<file path="src/rtl/eipc_pkg.sv">
// constants for the external and pin-change interrupt unit
package eipc_pkg;
  // register byte addresses
  localparam logic [7:0] SENSE_CONTROL_ADDR = 8'h00;
  localparam logic [7:0] ENABLE_MASK_ADDR   = 8'h04;
  localparam logic [7:0] IRQ_FLAGS_ADDR     = 8'h08;
  localparam logic [7:0] GROUP_ENABLE_ADDR  = 8'h0C;
  localparam logic [7:0] GROUP_FLAGS_ADDR   = 8'h10;
  localparam logic [7:0] GROUP0_MASK_ADDR   = 8'h14;
  localparam logic [7:0] GROUP1_MASK_ADDR   = 8'h18;
  localparam logic [7:0] GROUP2_MASK_ADDR   = 8'h1C;
  localparam logic [7:0] GROUP3_MASK_ADDR   = 8'h20;
  localparam logic [7:0] PIN_STATUS_ADDR    = 8'h24;

  // widths
  localparam int DED_PINS  = 4;
  localparam int PC_PINS   = 27;
  localparam int GROUPS    = 4;
  localparam int ADDR_W    = 8;

  // pin-change group boundaries
  localparam int G0_LO = 0;
  localparam int G0_HI = 7;
  localparam int G1_LO = 8;
  localparam int G1_HI = 15;
  localparam int G2_LO = 16;
  localparam int G2_HI = 23;
  localparam int G3_LO = 24;
  localparam int G3_HI = 26;

  // sense field encodings
  localparam logic [1:0] SENSE_LOW_LEVEL = 2'h0;
  localparam logic [1:0] SENSE_ANY_EDGE  = 2'h1;
  localparam logic [1:0] SENSE_FALLING   = 2'h2;
  localparam logic [1:0] SENSE_RISING    = 2'h3;

  // reset values
  localparam logic [7:0] SENSE_CONTROL_RST = 8'h00;
  localparam logic [3:0] ENABLE_MASK_RST   = 4'h0;
  localparam logic [3:0] FLAGS_RST         = 4'h0;
  localparam logic [3:0] GROUP_ENABLE_RST  = 4'h0;
  localparam logic [26:0] PIN_MASK_RST     = 27'h000_0000;

  // synchroniser depth plus one prior sample before edges count
  localparam int PRIME_CYCLES = 3;

  // bus responses
  localparam logic [1:0] RESP_OKAY   = 2'h0;
  localparam logic [1:0] RESP_SLVERR = 2'h2;
endpackage

</file>
<file path="src/rtl/eipc_sync.sv">
// two-flop synchroniser for a vector of asynchronous pins
`timescale 1ns/1ns
module eipc_sync #(
  parameter int W = 1
) (
  input  wire logic         clk_i,
  input  wire logic         rst_i,
  input  wire logic [W-1:0] d_i,
  output logic      [W-1:0] q_o
);
  logic [W-1:0] meta;

  // first stage feeds only the second stage
  always_ff @(posedge clk_i)
  begin
    if (rst_i)
    begin
      meta <= '0;
      q_o  <= '0;
    end
    else
    begin
      meta <= d_i;
      q_o  <= meta;
    end
  end
endmodule

</file>
<file path="src/rtl/eipc_top.sv">
// external interrupt pins and pin-change groups with an axi4-lite register slave
//
// Decided for this implementation: the register offsets and the AXI4-Lite slave port.
`timescale 1ns/1ns
// Operation
// pins raise interrupts whatever their direction, allowing software-made interrupts.
// pin-change inputs form groups 3 (26..24), 2 (23..16), 1 (15..8), 0 (7..0).
// pin-change events are seen without the clock for wake-up.
// sense field 00 low level, 01 any change, 10 falling, 11 rising.
// enabled low-level interrupt requests for as long as the pin stays low.
// dedicated pin edges are recognised only while the clock runs.
// low level on a dedicated pin is seen without the clock for wake-up.
// level wake without held level wakes but raises no interrupt.
// dedicated pins are sampled; edges come from comparing successive samples.
// pulses longer than one clock in edge modes always set the flag.
// source holds a low level until the current instruction completes.
// software clears the enable before changing sense bits.
// dedicated request needs its enable bit and the global interrupt flag.
// dedicated flag sets on edge, clears on acknowledge or written one.
// dedicated flag stays cleared while its sense is low level.
// group request needs its group enable and the global interrupt flag.
// group 3 flag sets on a change, clears on acknowledge or written one.
// a pin counts only when its mask bit and group enable are set.
// groups 2..0 flags set on a change, clear on acknowledge or written one.
// pin events cross two flip-flops before touching readable flags.
// one request line per interrupt, flag cleared by a one-cycle acknowledge.
module eipc_top (
  input  wire logic        clk_i,
  input  wire logic        rst_i,
  input  wire logic [3:0]  dedicated_irq_pins_i,
  input  wire logic [26:0] pin_change_inputs_i,
  input  wire logic        cpu_global_irq_enable_i,
  input  wire logic [3:0]  dedicated_irq_ack_i,
  input  wire logic [3:0]  pin_change_group_ack_i,
  output logic      [3:0]  dedicated_irq_request_o,
  output logic             pin_change_group0_request_o,
  output logic             pin_change_group1_request_o,
  output logic             pin_change_group2_request_o,
  output logic             pin_change_group3_request_o,
  output logic             wake_o,
  input  wire logic [7:0]  s_axi_awaddr,
  input  wire logic [2:0]  s_axi_awprot,
  input  wire logic        s_axi_awvalid,
  output logic             s_axi_awready,
  input  wire logic [31:0] s_axi_wdata,
  input  wire logic [3:0]  s_axi_wstrb,
  input  wire logic        s_axi_wvalid,
  output logic             s_axi_wready,
  output logic      [1:0]  s_axi_bresp,
  output logic             s_axi_bvalid,
  input  wire logic        s_axi_bready,
  input  wire logic [7:0]  s_axi_araddr,
  input  wire logic [2:0]  s_axi_arprot,
  input  wire logic        s_axi_arvalid,
  output logic             s_axi_arready,
  output logic      [31:0] s_axi_rdata,
  output logic      [1:0]  s_axi_rresp,
  output logic             s_axi_rvalid,
  input  wire logic        s_axi_rready
);
  logic [7:0]  sense_control;
  logic [3:0]  enable_mask;
  logic [3:0]  ded_flag;
  logic [3:0]  group_enable;
  logic [3:0]  group_flag;
  logic [26:0] pin_mask;
  logic [3:0]  ded_s;
  logic [3:0]  ded_p;
  logic [26:0] pc_s;
  logic [26:0] pc_p;
  logic [2:0]  prime;
  logic        primed;
  logic [3:0]  lvl_sel;
  logic [3:0]  ded_set;
  logic [26:0] pc_hit;
  logic [3:0]  grp_set;
  logic [26:0] grp_en_bits;
  logic [3:0]  grp_req;
  logic        aw_held;
  logic [7:0]  aw_addr;
  logic        w_held;
  logic [31:0] w_data;
  logic [3:0]  w_strb;
  logic        do_wr;
  logic        wr_lane0;
  logic        wr_hit;
  logic [31:0] rd_mux;
  logic        rd_hit;
  logic [3:0]  next_ded_flag;
  logic [3:0]  next_group_flag;

  // pins are sampled through two flops; direction of the pin is not looked at
  eipc_sync #(.W(eipc_pkg::DED_PINS)) u_ded_sync (
    .clk_i (clk_i),
    .rst_i (rst_i),
    .d_i   (dedicated_irq_pins_i),
    .q_o   (ded_s)
  );

  eipc_sync #(.W(eipc_pkg::PC_PINS)) u_pc_sync (
    .clk_i (clk_i),
    .rst_i (rst_i),
    .d_i   (pin_change_inputs_i),
    .q_o   (pc_s)
  );

  // previous sample for edge compare; prime hides the false edge the reset zeros would make
  always_ff @(posedge clk_i)
  begin
    if (rst_i)
    begin
      ded_p <= '0;
      pc_p  <= '0;
      prime <= '0;
    end
    else
    begin
      ded_p <= ded_s;
      pc_p  <= pc_s;
      prime <= {prime[1:0], 1'b1};
    end
  end
  assign primed = prime[eipc_pkg::PRIME_CYCLES-1];

  // sense decode per dedicated pin; edges need a running clock
  always_comb
  begin
    for (int i = 0; i < eipc_pkg::DED_PINS; i++)
    begin
      lvl_sel[i] = 1'b0;
      ded_set[i] = 1'b0;
      case (sense_control[2*i +: 2])
        eipc_pkg::SENSE_LOW_LEVEL: lvl_sel[i] = 1'b1;
        eipc_pkg::SENSE_ANY_EDGE:  ded_set[i] = primed & (ded_s[i] ^ ded_p[i]);
        eipc_pkg::SENSE_FALLING:   ded_set[i] = primed & ded_p[i] & ~ded_s[i];
        default:                   ded_set[i] = primed & ~ded_p[i] & ded_s[i];
      endcase
    end
  end

  // per-pin group enable spread so each pin sees its own group bit
  assign grp_en_bits = {{3{group_enable[3]}}, {8{group_enable[2]}}, {8{group_enable[1]}}, {8{group_enable[0]}}};
  assign pc_hit      = {27{primed}} & (pc_s ^ pc_p) & pin_mask & grp_en_bits;
  assign grp_set[0]  = |pc_hit[eipc_pkg::G0_HI:eipc_pkg::G0_LO];
  assign grp_set[1]  = |pc_hit[eipc_pkg::G1_HI:eipc_pkg::G1_LO];
  assign grp_set[2]  = |pc_hit[eipc_pkg::G2_HI:eipc_pkg::G2_LO];
  assign grp_set[3]  = |pc_hit[eipc_pkg::G3_HI:eipc_pkg::G3_LO];

  // axi write channels accepted independently, in either order
  assign s_axi_awready = ~aw_held;
  assign s_axi_wready  = ~w_held;
  assign do_wr         = aw_held & w_held & ~s_axi_bvalid;
  assign wr_lane0      = do_wr & w_strb[0];

  always_ff @(posedge clk_i)
  begin
    if (rst_i)
    begin
      aw_held <= 1'b0;
      aw_addr <= '0;
    end
    else if (s_axi_awvalid && !aw_held)
    begin
      aw_held <= 1'b1;
      aw_addr <= s_axi_awaddr;
    end
    else if (do_wr)
    begin
      aw_held <= 1'b0;
    end
  end

  always_ff @(posedge clk_i)
  begin
    if (rst_i)
    begin
      w_held <= 1'b0;
      w_data <= '0;
      w_strb <= '0;
    end
    else if (s_axi_wvalid && !w_held)
    begin
      w_held <= 1'b1;
      w_data <= s_axi_wdata;
      w_strb <= s_axi_wstrb;
    end
    else if (do_wr)
    begin
      w_held <= 1'b0;
    end
  end

  always_comb
  begin
    if (aw_addr == eipc_pkg::SENSE_CONTROL_ADDR)
      wr_hit = 1'b1;
    else if (aw_addr == eipc_pkg::ENABLE_MASK_ADDR)
      wr_hit = 1'b1;
    else if (aw_addr == eipc_pkg::IRQ_FLAGS_ADDR)
      wr_hit = 1'b1;
    else if (aw_addr == eipc_pkg::GROUP_ENABLE_ADDR)
      wr_hit = 1'b1;
    else if (aw_addr == eipc_pkg::GROUP_FLAGS_ADDR)
      wr_hit = 1'b1;
    else if (aw_addr >= eipc_pkg::GROUP0_MASK_ADDR && aw_addr <= eipc_pkg::PIN_STATUS_ADDR && aw_addr[1:0] == 2'h0)
      wr_hit = 1'b1;
    else
      wr_hit = 1'b0;
  end

  always_ff @(posedge clk_i)
  begin
    if (rst_i)
    begin
      s_axi_bvalid <= 1'b0;
      s_axi_bresp  <= eipc_pkg::RESP_OKAY;
    end
    else if (do_wr)
    begin
      s_axi_bvalid <= 1'b1;
      s_axi_bresp  <= wr_hit ? eipc_pkg::RESP_OKAY : eipc_pkg::RESP_SLVERR;
    end
    else if (s_axi_bready)
    begin
      s_axi_bvalid <= 1'b0;
    end
  end

  // configuration registers; sense changes are not interlocked with the enable
  always_ff @(posedge clk_i)
  begin
    if (rst_i)
    begin
      sense_control <= eipc_pkg::SENSE_CONTROL_RST;
      enable_mask   <= eipc_pkg::ENABLE_MASK_RST;
      group_enable  <= eipc_pkg::GROUP_ENABLE_RST;
      pin_mask      <= eipc_pkg::PIN_MASK_RST;
    end
    else if (wr_lane0)
    begin
      if (aw_addr == eipc_pkg::SENSE_CONTROL_ADDR)
        sense_control <= w_data[7:0];
      else if (aw_addr == eipc_pkg::ENABLE_MASK_ADDR)
        enable_mask <= w_data[3:0];
      else if (aw_addr == eipc_pkg::GROUP_ENABLE_ADDR)
        group_enable <= w_data[3:0];
      else if (aw_addr == eipc_pkg::GROUP0_MASK_ADDR)
        pin_mask[eipc_pkg::G0_HI:eipc_pkg::G0_LO] <= w_data[7:0];
      else if (aw_addr == eipc_pkg::GROUP1_MASK_ADDR)
        pin_mask[eipc_pkg::G1_HI:eipc_pkg::G1_LO] <= w_data[7:0];
      else if (aw_addr == eipc_pkg::GROUP2_MASK_ADDR)
        pin_mask[eipc_pkg::G2_HI:eipc_pkg::G2_LO] <= w_data[7:0];
      else if (aw_addr == eipc_pkg::GROUP3_MASK_ADDR)
        pin_mask[eipc_pkg::G3_HI:eipc_pkg::G3_LO] <= w_data[2:0];
    end
  end

  // flags: set beats acknowledge and write-one clear in the same cycle
  always_comb
  begin
    next_ded_flag   = ded_flag & ~dedicated_irq_ack_i;
    next_group_flag = group_flag & ~pin_change_group_ack_i;
    if (wr_lane0 && aw_addr == eipc_pkg::IRQ_FLAGS_ADDR)
      next_ded_flag = next_ded_flag & ~w_data[3:0];
    if (wr_lane0 && aw_addr == eipc_pkg::GROUP_FLAGS_ADDR)
      next_group_flag = next_group_flag & ~w_data[3:0];
    next_ded_flag   = (next_ded_flag | ded_set) & ~lvl_sel;
    next_group_flag = next_group_flag | grp_set;
  end

  always_ff @(posedge clk_i)
  begin
    if (rst_i)
    begin
      ded_flag   <= eipc_pkg::FLAGS_RST;
      group_flag <= eipc_pkg::FLAGS_RST;
    end
    else
    begin
      ded_flag   <= next_ded_flag;
      group_flag <= next_group_flag;
    end
  end

  // level requests follow the synced pin, so a level gone before start-up gives none
  assign dedicated_irq_request_o = enable_mask & {4{cpu_global_irq_enable_i}} & ((lvl_sel & ~ded_s) | ded_flag);
  assign grp_req = group_enable & {4{cpu_global_irq_enable_i}} & group_flag;
  assign pin_change_group0_request_o = grp_req[0];
  assign pin_change_group1_request_o = grp_req[1];
  assign pin_change_group2_request_o = grp_req[2];
  assign pin_change_group3_request_o = grp_req[3];

  // clockless wake: raw low level on a dedicated pin, or raw pin-change input against its last synced sample, works with the clock stopped
  assign wake_o = (|(enable_mask & lvl_sel & ~dedicated_irq_pins_i))
                | (|((pin_change_inputs_i ^ pc_s) & pin_mask & grp_en_bits));

  // read path
  assign s_axi_arready = ~s_axi_rvalid;

  always_comb
  begin
    rd_hit = 1'b1;
    if (s_axi_araddr == eipc_pkg::SENSE_CONTROL_ADDR)
      rd_mux = {24'h00_0000, sense_control};
    else if (s_axi_araddr == eipc_pkg::ENABLE_MASK_ADDR)
      rd_mux = {28'h000_0000, enable_mask};
    else if (s_axi_araddr == eipc_pkg::IRQ_FLAGS_ADDR)
      rd_mux = {28'h000_0000, ded_flag};
    else if (s_axi_araddr == eipc_pkg::GROUP_ENABLE_ADDR)
      rd_mux = {28'h000_0000, group_enable};
    else if (s_axi_araddr == eipc_pkg::GROUP_FLAGS_ADDR)
      rd_mux = {28'h000_0000, group_flag};
    else if (s_axi_araddr == eipc_pkg::GROUP0_MASK_ADDR)
      rd_mux = {24'h00_0000, pin_mask[eipc_pkg::G0_HI:eipc_pkg::G0_LO]};
    else if (s_axi_araddr == eipc_pkg::GROUP1_MASK_ADDR)
      rd_mux = {24'h00_0000, pin_mask[eipc_pkg::G1_HI:eipc_pkg::G1_LO]};
    else if (s_axi_araddr == eipc_pkg::GROUP2_MASK_ADDR)
      rd_mux = {24'h00_0000, pin_mask[eipc_pkg::G2_HI:eipc_pkg::G2_LO]};
    else if (s_axi_araddr == eipc_pkg::GROUP3_MASK_ADDR)
      rd_mux = {29'h0000_0000, pin_mask[eipc_pkg::G3_HI:eipc_pkg::G3_LO]};
    else if (s_axi_araddr == eipc_pkg::PIN_STATUS_ADDR)
      rd_mux = {1'b0, ded_s, pc_s};
    else
    begin
      rd_mux = 32'h0000_0000;
      rd_hit = 1'b0;
    end
  end

  always_ff @(posedge clk_i)
  begin
    if (rst_i)
    begin
      s_axi_rvalid <= 1'b0;
      s_axi_rdata  <= '0;
      s_axi_rresp  <= eipc_pkg::RESP_OKAY;
    end
    else if (s_axi_arvalid && !s_axi_rvalid)
    begin
      s_axi_rvalid <= 1'b1;
      s_axi_rdata  <= rd_mux;
      s_axi_rresp  <= rd_hit ? eipc_pkg::RESP_OKAY : eipc_pkg::RESP_SLVERR;
    end
    else if (s_axi_rready)
    begin
      s_axi_rvalid <= 1'b0;
    end
  end
endmodule

</file>
<file path="config.mk">
export PLATFORM = sky130hd
export DESIGN_NAME = eipc_top
export DESIGN_NICKNAME = d
export VERILOG_FILES = /design/src/rtl/eipc_pkg.sv /design/src/rtl/eipc_sync.sv /design/src/rtl/eipc_top.sv
export SDC_FILE = /design/constraint.sdc
export NUM_CORES = 1
export LEC_CHECK = 0
export BUFFER_PORTS_ARGS = -buffer_cell sky130_fd_sc_hd__buf_2
export CAP_MARGIN = 10
export CELL_PAD_IN_SITES_DETAIL_PLACEMENT = 1
export CELL_PAD_IN_SITES_GLOBAL_PLACEMENT = 1
export CORE_MARGIN = 2
export CORE_UTILIZATION = 38
export DETAILED_ROUTE_END_ITERATION = 12
export PLACE_DENSITY_LB_ADDON = 0.1
export SLEW_MARGIN = 20
export SYNTH_ARGS = -nofsm -noshare
export SYNTH_HDL_FRONTEND = slang
export SYNTH_SLANG_ARGS = --single-unit
</file>
<file path="constraint.sdc">
create_clock -name clk_i -period 1.7 [get_ports clk_i]
set_input_delay 0.34 -clock clk_i [delete_from_list [all_inputs] [get_ports clk_i]]
set_output_delay 0.34 -clock clk_i [all_outputs]
set_load 0.005 [all_outputs]
</file>
==> impl_metrics.csv, run 1 <==
group,metric,value,unit
outcome,status,"finished, violations left",
outcome,violations,"negative setup slack",
route,vias_per_cell,5.306,
worst_setup_path,r2r_start,"w_strb[0]",
route,wirelength,26690,um
synthesis,synth_fa_ha_area_frac,0,
synthesis,synth_edf_count,0,
synthesis,synth-simple-area-share,0.1995,
worst_setup_path,ff2ff_setup_slack,-210,ps
clock_tree,clockRootBuffer,"clkbuf_16",
synthesis,synthesis.area,7984,um^2
timing,post-route-period-util,1.362,
worst_setup_path,r2r-end,"pin_mask[2]",
clock_tree,path_clk_slew,60,ps
power,peakVddDrop,0.0005628,V
synthesis,synth-xor-area-share,0.06143,
timing,worst_hold_slack,18.68,ps
clock_tree,cts_sinks,201,
worst_setup_path,start_kind,"flop",
worst_setup_path,cp.required,1360,ps
global_routing,grt_pass1_vias,7508,
global_routing,grt_overflow,0,
clock_tree,tritoncts.num_buffers,23,
worst_setup_path,crit_start,"enable_mask[0]",
hold_path,hold_depth,2,
synthesis,synth_top_area_frac,0.5040,
cells_and_area,fin_util,0.5221,
worst_setup_path,critPathCapture,"wake_o",
cells_and_area,num-nets-final,1150,
synthesis,synth_top_area_cell,"dfxtp_1",
synthesis,synth_top_family_by_area,"simple AND/OR/NAND/NOR gates",
run,maxCapViolCount,0,
worst_setup_path,r2r.worst_path.cells,6,
cells_and_area,area.growth.synth_to_final,36.15,%
cells_and_area,stdcell_area,10870,um^2
power,p_leak,4.589,nW
worst_setup_path,cp_max_fo,2,
clock_tree,cts_tree,"yes",
cells_and_area,layout-drive-gt1-share,0.3567,
timing,slew_viol_final,0,
route,drt_iter0_markers,325,
clock_tree,cts_buffer_depth,3,
synthesis,synth_area_leaders,"dfxtp_1 50%, nor2b_1 7.8%, xor2_1 6.1%",
timing,hold_violations,0,
synthesis,synth.most_common_cell,"dfxtp_1",
power,finalPower,0.01048,W
synthesis,synth_ff_type,"dfxtp_1",
die,die_x,149.0,um
synthesis,synth_common_cells,"201 x dfxtp_1, 100 x nor2b_1, 65 x nand2_1, 62 x a21oi_1, 56 x xor2_1",
die,initial_utilization,0.3834,
cells_and_area,diodes,0,
route,drc,0,
timing,fin_skew,9.327,ps
synthesis,synth-seq-cells,201,
worst_setup_path,critPathKind,"flop to output port",
die,die_area,22190,um^2
timing,fin_crit,2316,ps
die,rows,53,
timing,setup_slack,-615.9,ps
global_routing,grt_use_total,0.2377,
timing,setup_violations,56,
placement,gp_congestion,0.9502,
synthesis,synth.distinct_cells,51,
global_routing,grt_antenna_before_repair,0,
synthesis,synthMuxAreaShare,0.03855,
global_routing,grt_start_max_net_pins,74,
route,avgRoutedWirePerCell,20.08,um
route,num_vias,7052,
global_routing,grt_first_pass_wirelength,41330,um
route,drtAntennaViolNets,0,
die,chipHeight,149.0,um
synthesis,synth_compound_area_frac,0.1614,
placement,postPlaceCellArea,9515,um^2
die,core-area,20820,um^2
timing,grt_setup_unrepaired,"true",
placement,port_buffers,118,
route,drt-pass1-iter-count,5,
worst_setup_path,cp.arrival,1980,ps
hold_path,hold_path_class,"input pin to flop",
synthesis,avgSynthCellArea,9.550,um^2
clock_tree,postCtsHoldBufs,0,
synthesis,synthesis.instances,836,
placement,dpl.hpwl,18990,um
timing,max_freq,0.4318,GHz
synthesis,ys_seq_area_frac,0.5040,
clock_tree,clock_latency,510,ps
power,p_per_area,964.0,nW/um^2
timing,slew-limit-headroom,0.4393,
synthesis,synth_warnings,0,
clock_tree,cts_max_level,1,
timing,worstMarginPinSlew,839.9,ps
synthesis,async_reset_ff_frac,0,
die,num_io_pins,155,
worst_setup_path,crit_path_end_kind,"output port",
placement,dpl_worst_slack,-270.9,ps
==> flip-flops by register name, indices dropped and copies added, names as in the netlist <==
name / count
pin_mask: 27
pc_p: 27
s_axi_rvalid: 1
u_ded_sync.q_o: 4
ded_flag: 4
s_axi_bvalid: 1
w_strb: 1
w_data: 8
aw_held: 1
group_enable: 4
s_axi_rdata: 31
aw_addr: 8
sense_control: 8
enable_mask: 4
u_ded_sync.meta: 4
s_axi_rresp: 1
prime: 3
u_pc_sync.meta: 27
w_held: 1
u_pc_sync.q_o: 27
s_axi_bresp: 1
ded_p: 4
group_flag: 4
==> worst max-delay path, stage by stage, from the launching register on <==
cell and delay, ps:
dfxtp_1 310, nor4b_1 140, nor4_1 340, buf_4 180, o21ai_0 100, a21oi_1 150
nand2_1 110, buf_2 140
==> cells by family after synthesis <==
| group | count (synthesis) |
|---|---|
| xor gates and xnor gates | 56 |
| muxes | 30 |
| AOI/OAI and AO/OA | 197 |
| DFF | 201 |
| and+or+nand+nor | 286 |
| other | 1 |
| buffers and inverters | 65 |
==> final cells by class <==
| class | count | area, um^2 |
|---|---|---|
| Clock buffer | 32 | 629.4 |
| Clock inverter | 2 | 60.06 |
| Fill cell | 2331 | 9952 |
| Inverter | 17 | 63.81 |
| Multi-Input combinational cell | 572 | 4133 |
| Sequential cell | 201 | 4049 |
| Tap cell | 275 | 344.1 |
| Timing Repair Buffer | 230 | 1592 |
==> layout by cell type (no fill, tap or decap), types with 4 or more instances in the layout <==
cell / Yosys / final
buf_2: 8 / 117
clkbuf_1: 31 / 7
a31oi_1: 10 / 10
a211o_1: 4 / 4
inv_1: 17 / 17
nand2_4: 0 / 11
nand2_1: 65 / 47
clkbuf_16: 0 / 23
dfxtp_1: 201 / 181
or3_4: 0 / 6
a22oi_1: 26 / 26
nor2b_1: 100 / 100
and3_1: 12 / 12
o21ai_1: 0 / 7
nand4_1: 7 / 7
nand3_2: 0 / 7
a211oi_1: 10 / 8
nand3_1: 18 / 9
nor2_4: 0 / 4
buf_12: 0 / 6
buf_6: 1 / 18
nand2_2: 1 / 7
xor2_1: 56 / 56
nor2_1: 41 / 38
mux2_2: 6 / 6
mux2i_1: 24 / 23
o21ai_0: 39 / 20
a222oi_1: 6 / 6
nor3_1: 5 / 5
a22o_1: 23 / 23
and2_1: 4 / 4
dfxtp_2: 0 / 20
a21oi_1: 62 / 34
a21oi_2: 0 / 28
buf_4: 4 / 87
nor4b_1: 4 / 4
o21ai_2: 0 / 11
==> repair_timing <==
action | CTS | global route
pin swaps | 29 | 51
endpoints found under the setup margin | 54 | 57
buffers inserted | 8 | 8
gates resized for setup | 65 | 105
cloned | 1 | 0
==> how the worst min path moves through the flow <==
stage,startpoint,endpoint,slack [ps]
detailed placement,u_pc_sync.meta[12],u_pc_sync.q_o[12],430
finish,s_axi_rready,s_axi_rvalid,20
CTS,s_axi_rready,s_axi_rvalid,4
floorplan,prime[0],prime[1],410
global placement,u_ded_sync.meta[2],u_ded_sync.q_o[2],420
global route,s_axi_rready,s_axi_rvalid,30
==> stage by stage <==
step,instances,TNS (ps)
5_1_grt,1329,-9423
4_1_cts,1323,-3635
3_5_place_dp,1280,-8322
2_1_floorplan,838,-1802
6_report,1329,-6367
3_3_place_gp,1280,-5246
==> report_power, final <==
part           switching (W)  internal, W  leakage [nW]
Sequential          0.000139      0.00485          1.65
Clock                0.00186      0.00284         0.334
Combinational       0.000432     0.000356          2.61
==> routing by layer <==
metal / up-vias / GRT usage / share of wire
met4: 0 / 0.09762 / 0.037
met2: 190 / 0.4081 / 0.49
met5: - / 0 / 0
met1: 3459 / 0.2966 / 0.42
met3: 61 / 0.03945 / 0.051
li1: 3342 / - / -
No activity file was read; power rests on OpenSTA's default activity.
==> run 2, diff against run 1 <==
Settings changed: CORE_UTILIZATION 38 to 45.
Clock period 1.7 ns to 2.76 ns, I/O delays scaled along.
==> run 2 against run 1 <==
The flow now finishes without violations. Clock skew is essentially flat. Sequential cell count unchanged. Clock-buffer cell count shrank 5. Sequential power shrank 38%. Sequential share of layout area is 5.3 points higher. Clock power decreased by 39%. Utilization up 2.5 points. Cell count decreased by 11%. Design area is 13% lower. Global-route usage up 1.9 points. Critical path type unchanged.
==> impl_metrics.csv, run 2 (synthesis results as in run 1) <==
group,metric,value,unit
die,chipHeight,137.2,um
hold_path,hp-start,"s_axi_rready",
clock_tree,cts_buffer_depth,3,
die,rows,48,
timing,max_freq,0.3858,GHz
placement,dpl.hpwl,17270,um
route,drt_iter0_markers,352,
global_routing,grt_pass1_vias,6855,
cells_and_area,regArea,4029,um^2
power,p_leak,3.926,nW
route,vias_per_cell,5.641,
timing,hold_violations,0,
global_routing,grt_use_total,0.2571,
worst_setup_path,cp.required,2210,ps
route,drtAntennaViolNets,0,
global_routing,grt_overflow,0,
global_routing,grt_first_pass_wirelength,37580,um
worst_setup_path,cp.buffers_inverters,1,
worst_setup_path,cpLargestDelayFamily,"compound AO/OA/AOI/OAI gates",
timing,slew_viol_final,0,
cells_and_area,layout-drive-gt1-share,0.1990,
worst_setup_path,cp.arrival,2040,ps
timing,slew-limit-headroom,0.3771,
clock_tree,cts_resized,0,
cells_and_area,layout_common_cells,"197 x dfxtp_1, 117 x buf_2, 100 x nor2b_1",
worst_setup_path,crit_slowest_cell,"dfxtp_1",
placement,gp_congestion,0.9627,
cells_and_area,diodes,0,
clock_tree,path_clk_slew,60,ps
clock_tree,post_cts_buffers,0,
timing,worstMarginPinSlew,932.4,ps
worst_setup_path,start_kind,"flop",
power,p_per_area,666.6,nW/um^2
worst_setup_path,r2r-end,"pin_mask[4]",
clock_tree,cts_tree,"yes",
run,maxCapViolCount,0,
route,drt-pass1-iter-count,7,
worst_setup_path,cp_max_fo,4,
cells_and_area,area.growth.synth_to_final,18.60,%
die,die_area,18820,um^2
timing,setup_violations,0,
hold_path,hold-path-endpoint,"s_axi_rvalid",
worst_setup_path,critPathKind,"flop to output port",
timing,fin_crit,2592,ps
worst_setup_path,crit_path_cell_trace,"xor2_1 -> a22oi_1 -> nand4_1 -> a22oi_2 -> nand2_1 -> buf_2",
clock_tree,cts_sinks,201,
route,wirelength,23920,um
die,die_x,137.2,um
timing,fin_skew,8.982,ps
die,initial_utilization,0.4616,
placement,port_buffers,118,
worst_setup_path,r2r.worst_path.cells,6,
global_routing,grt_start_max_net_pins,69,
cells_and_area,layout_commonest_cell,"dfxtp_1",
clock_tree,cts_max_level,1,
clock_tree,clock_latency,500,ps
clock_tree,postCtsHoldBufs,0,
die,num_io_pins,155,
power,finalPower,0.006312,W
cells_and_area,multi_input_area,3702,um^2
cells_and_area,regMostFlops,"s_axi_rdata",
timing,post-route-period-util,0.9392,
clock_tree,tritoncts.num_buffers,22,
worst_setup_path,slowest_delay,450,ps
outcome,status,"completed",
worst_setup_path,ff2ff_setup_slack,490,ps
global_routing,grt_antenna_before_repair,0,
timing,grt_setup_unrepaired,"false",
route,drc,0,
route,avgRoutedWirePerCell,20.18,um
die,core-area,17300,um^2
cells_and_area,num-nets-final,1049,
worst_setup_path,r2r_start,"aw_addr[0]",
hold_path,hold_depth,2,
cells_and_area,fillers,1988,
worst_setup_path,crit_path_end_kind,"output port",
clock_tree,clockRootBuffer,"clkbuf_16",
cells_and_area,largest_reg_flops,31,
timing,tns,0,ps
power,peakVddDrop,0.0004882,V
hold_path,hold_path_class,"input pin to flop",
route,num_vias,6684,
## run 2: changes by cell type in the layout (fill, tap and decap cells not counted), moves of 9 or more
| cell | change |
|---|---|
| buf_4 | -74 |
| o21ai_0 | +19 |
| nand3_1 | +9 |
| dfxtp_2 | -16 |
| nand2_1 | +18 |
| buf_6 | -18 |
| a21oi_1 | +28 |
| o21ai_2 | -11 |
| dfxtp_1 | +16 |
| nand2_4 | -11 |
| clkinv_2 | +9 |
| a21oi_2 | -28 |
## run 2: power by group
| group | internal [W] | switching, W |
|---|---|---|
| sequential | 0.00299 | 0.0000873 |
| clock | 0.00167 | 0.00119 |
| combinational | 0.000156 | 0.000219 |
## run 2: worst register-to-register path, cell delays in order, from the launching register on
cell and delay (ps):
dfxtp_1 320, or3b_1 410, or3_1 620, nor3b_2 290, buf_4 220, mux2i_1 220, nor2_1 50
## run 2: layout make-up
class | instances | share of cell area
clock buffers | 27 | 0.06448
clock inverters | 13 | 0.01044
inverters | 17 | 0.006739
multi-input cells | 572 | 0.3910
flip-flops and latches | 201 | 0.4255
well taps | 225 | 0.02973
repair buffers | 130 | 0.07215
## run 2: layer usage
| layer | track usage | vias up | share of wire |
|---|---|---|---|
| li1 | - | 3143 | - |
| met1 | 0.3343 | 3297 | 0.43 |
| met2 | 0.4400 | 197 | 0.49 |
| met3 | 0.04305 | 47 | 0.055 |
| met4 | 0.07274 | 0 | 0.027 |
| met5 | 0 | - | 0 |
## run 2: stage by stage
step	util	area, um^2	hold WS [ps]	cells	setup slack, ps
floorplan	-	7991	413.8	838	929.5
global placement	0.5059	8750	416.5	1145	411.2
detailed placement	0.5059	8750	426.6	1145	392.4
CTS	0.5469	9459	222.0	1185	56.25
global route	0.5475	9469	247.5	1185	70.44
finish	0.5475	9469	233.8	1185	167.9
## run 2: worst max-delay path by stage
| stage | endpoint | startpoint | depth (start not counted) |
|---|---|---|---|
| after global routing | wake_o | u_pc_sync.q_o[1] | 6 |
| after floorplan | s_axi_rdata[11] | s_axi_araddr[3] | 6 |
| after detailed placement | wake_o | pin_change_inputs_i[3] | 7 |
| after global placement | wake_o | pin_change_inputs_i[0] | 7 |
| final | wake_o | u_pc_sync.q_o[3] | 6 |
| after CTS | wake_o | sense_control[4] | 6 |
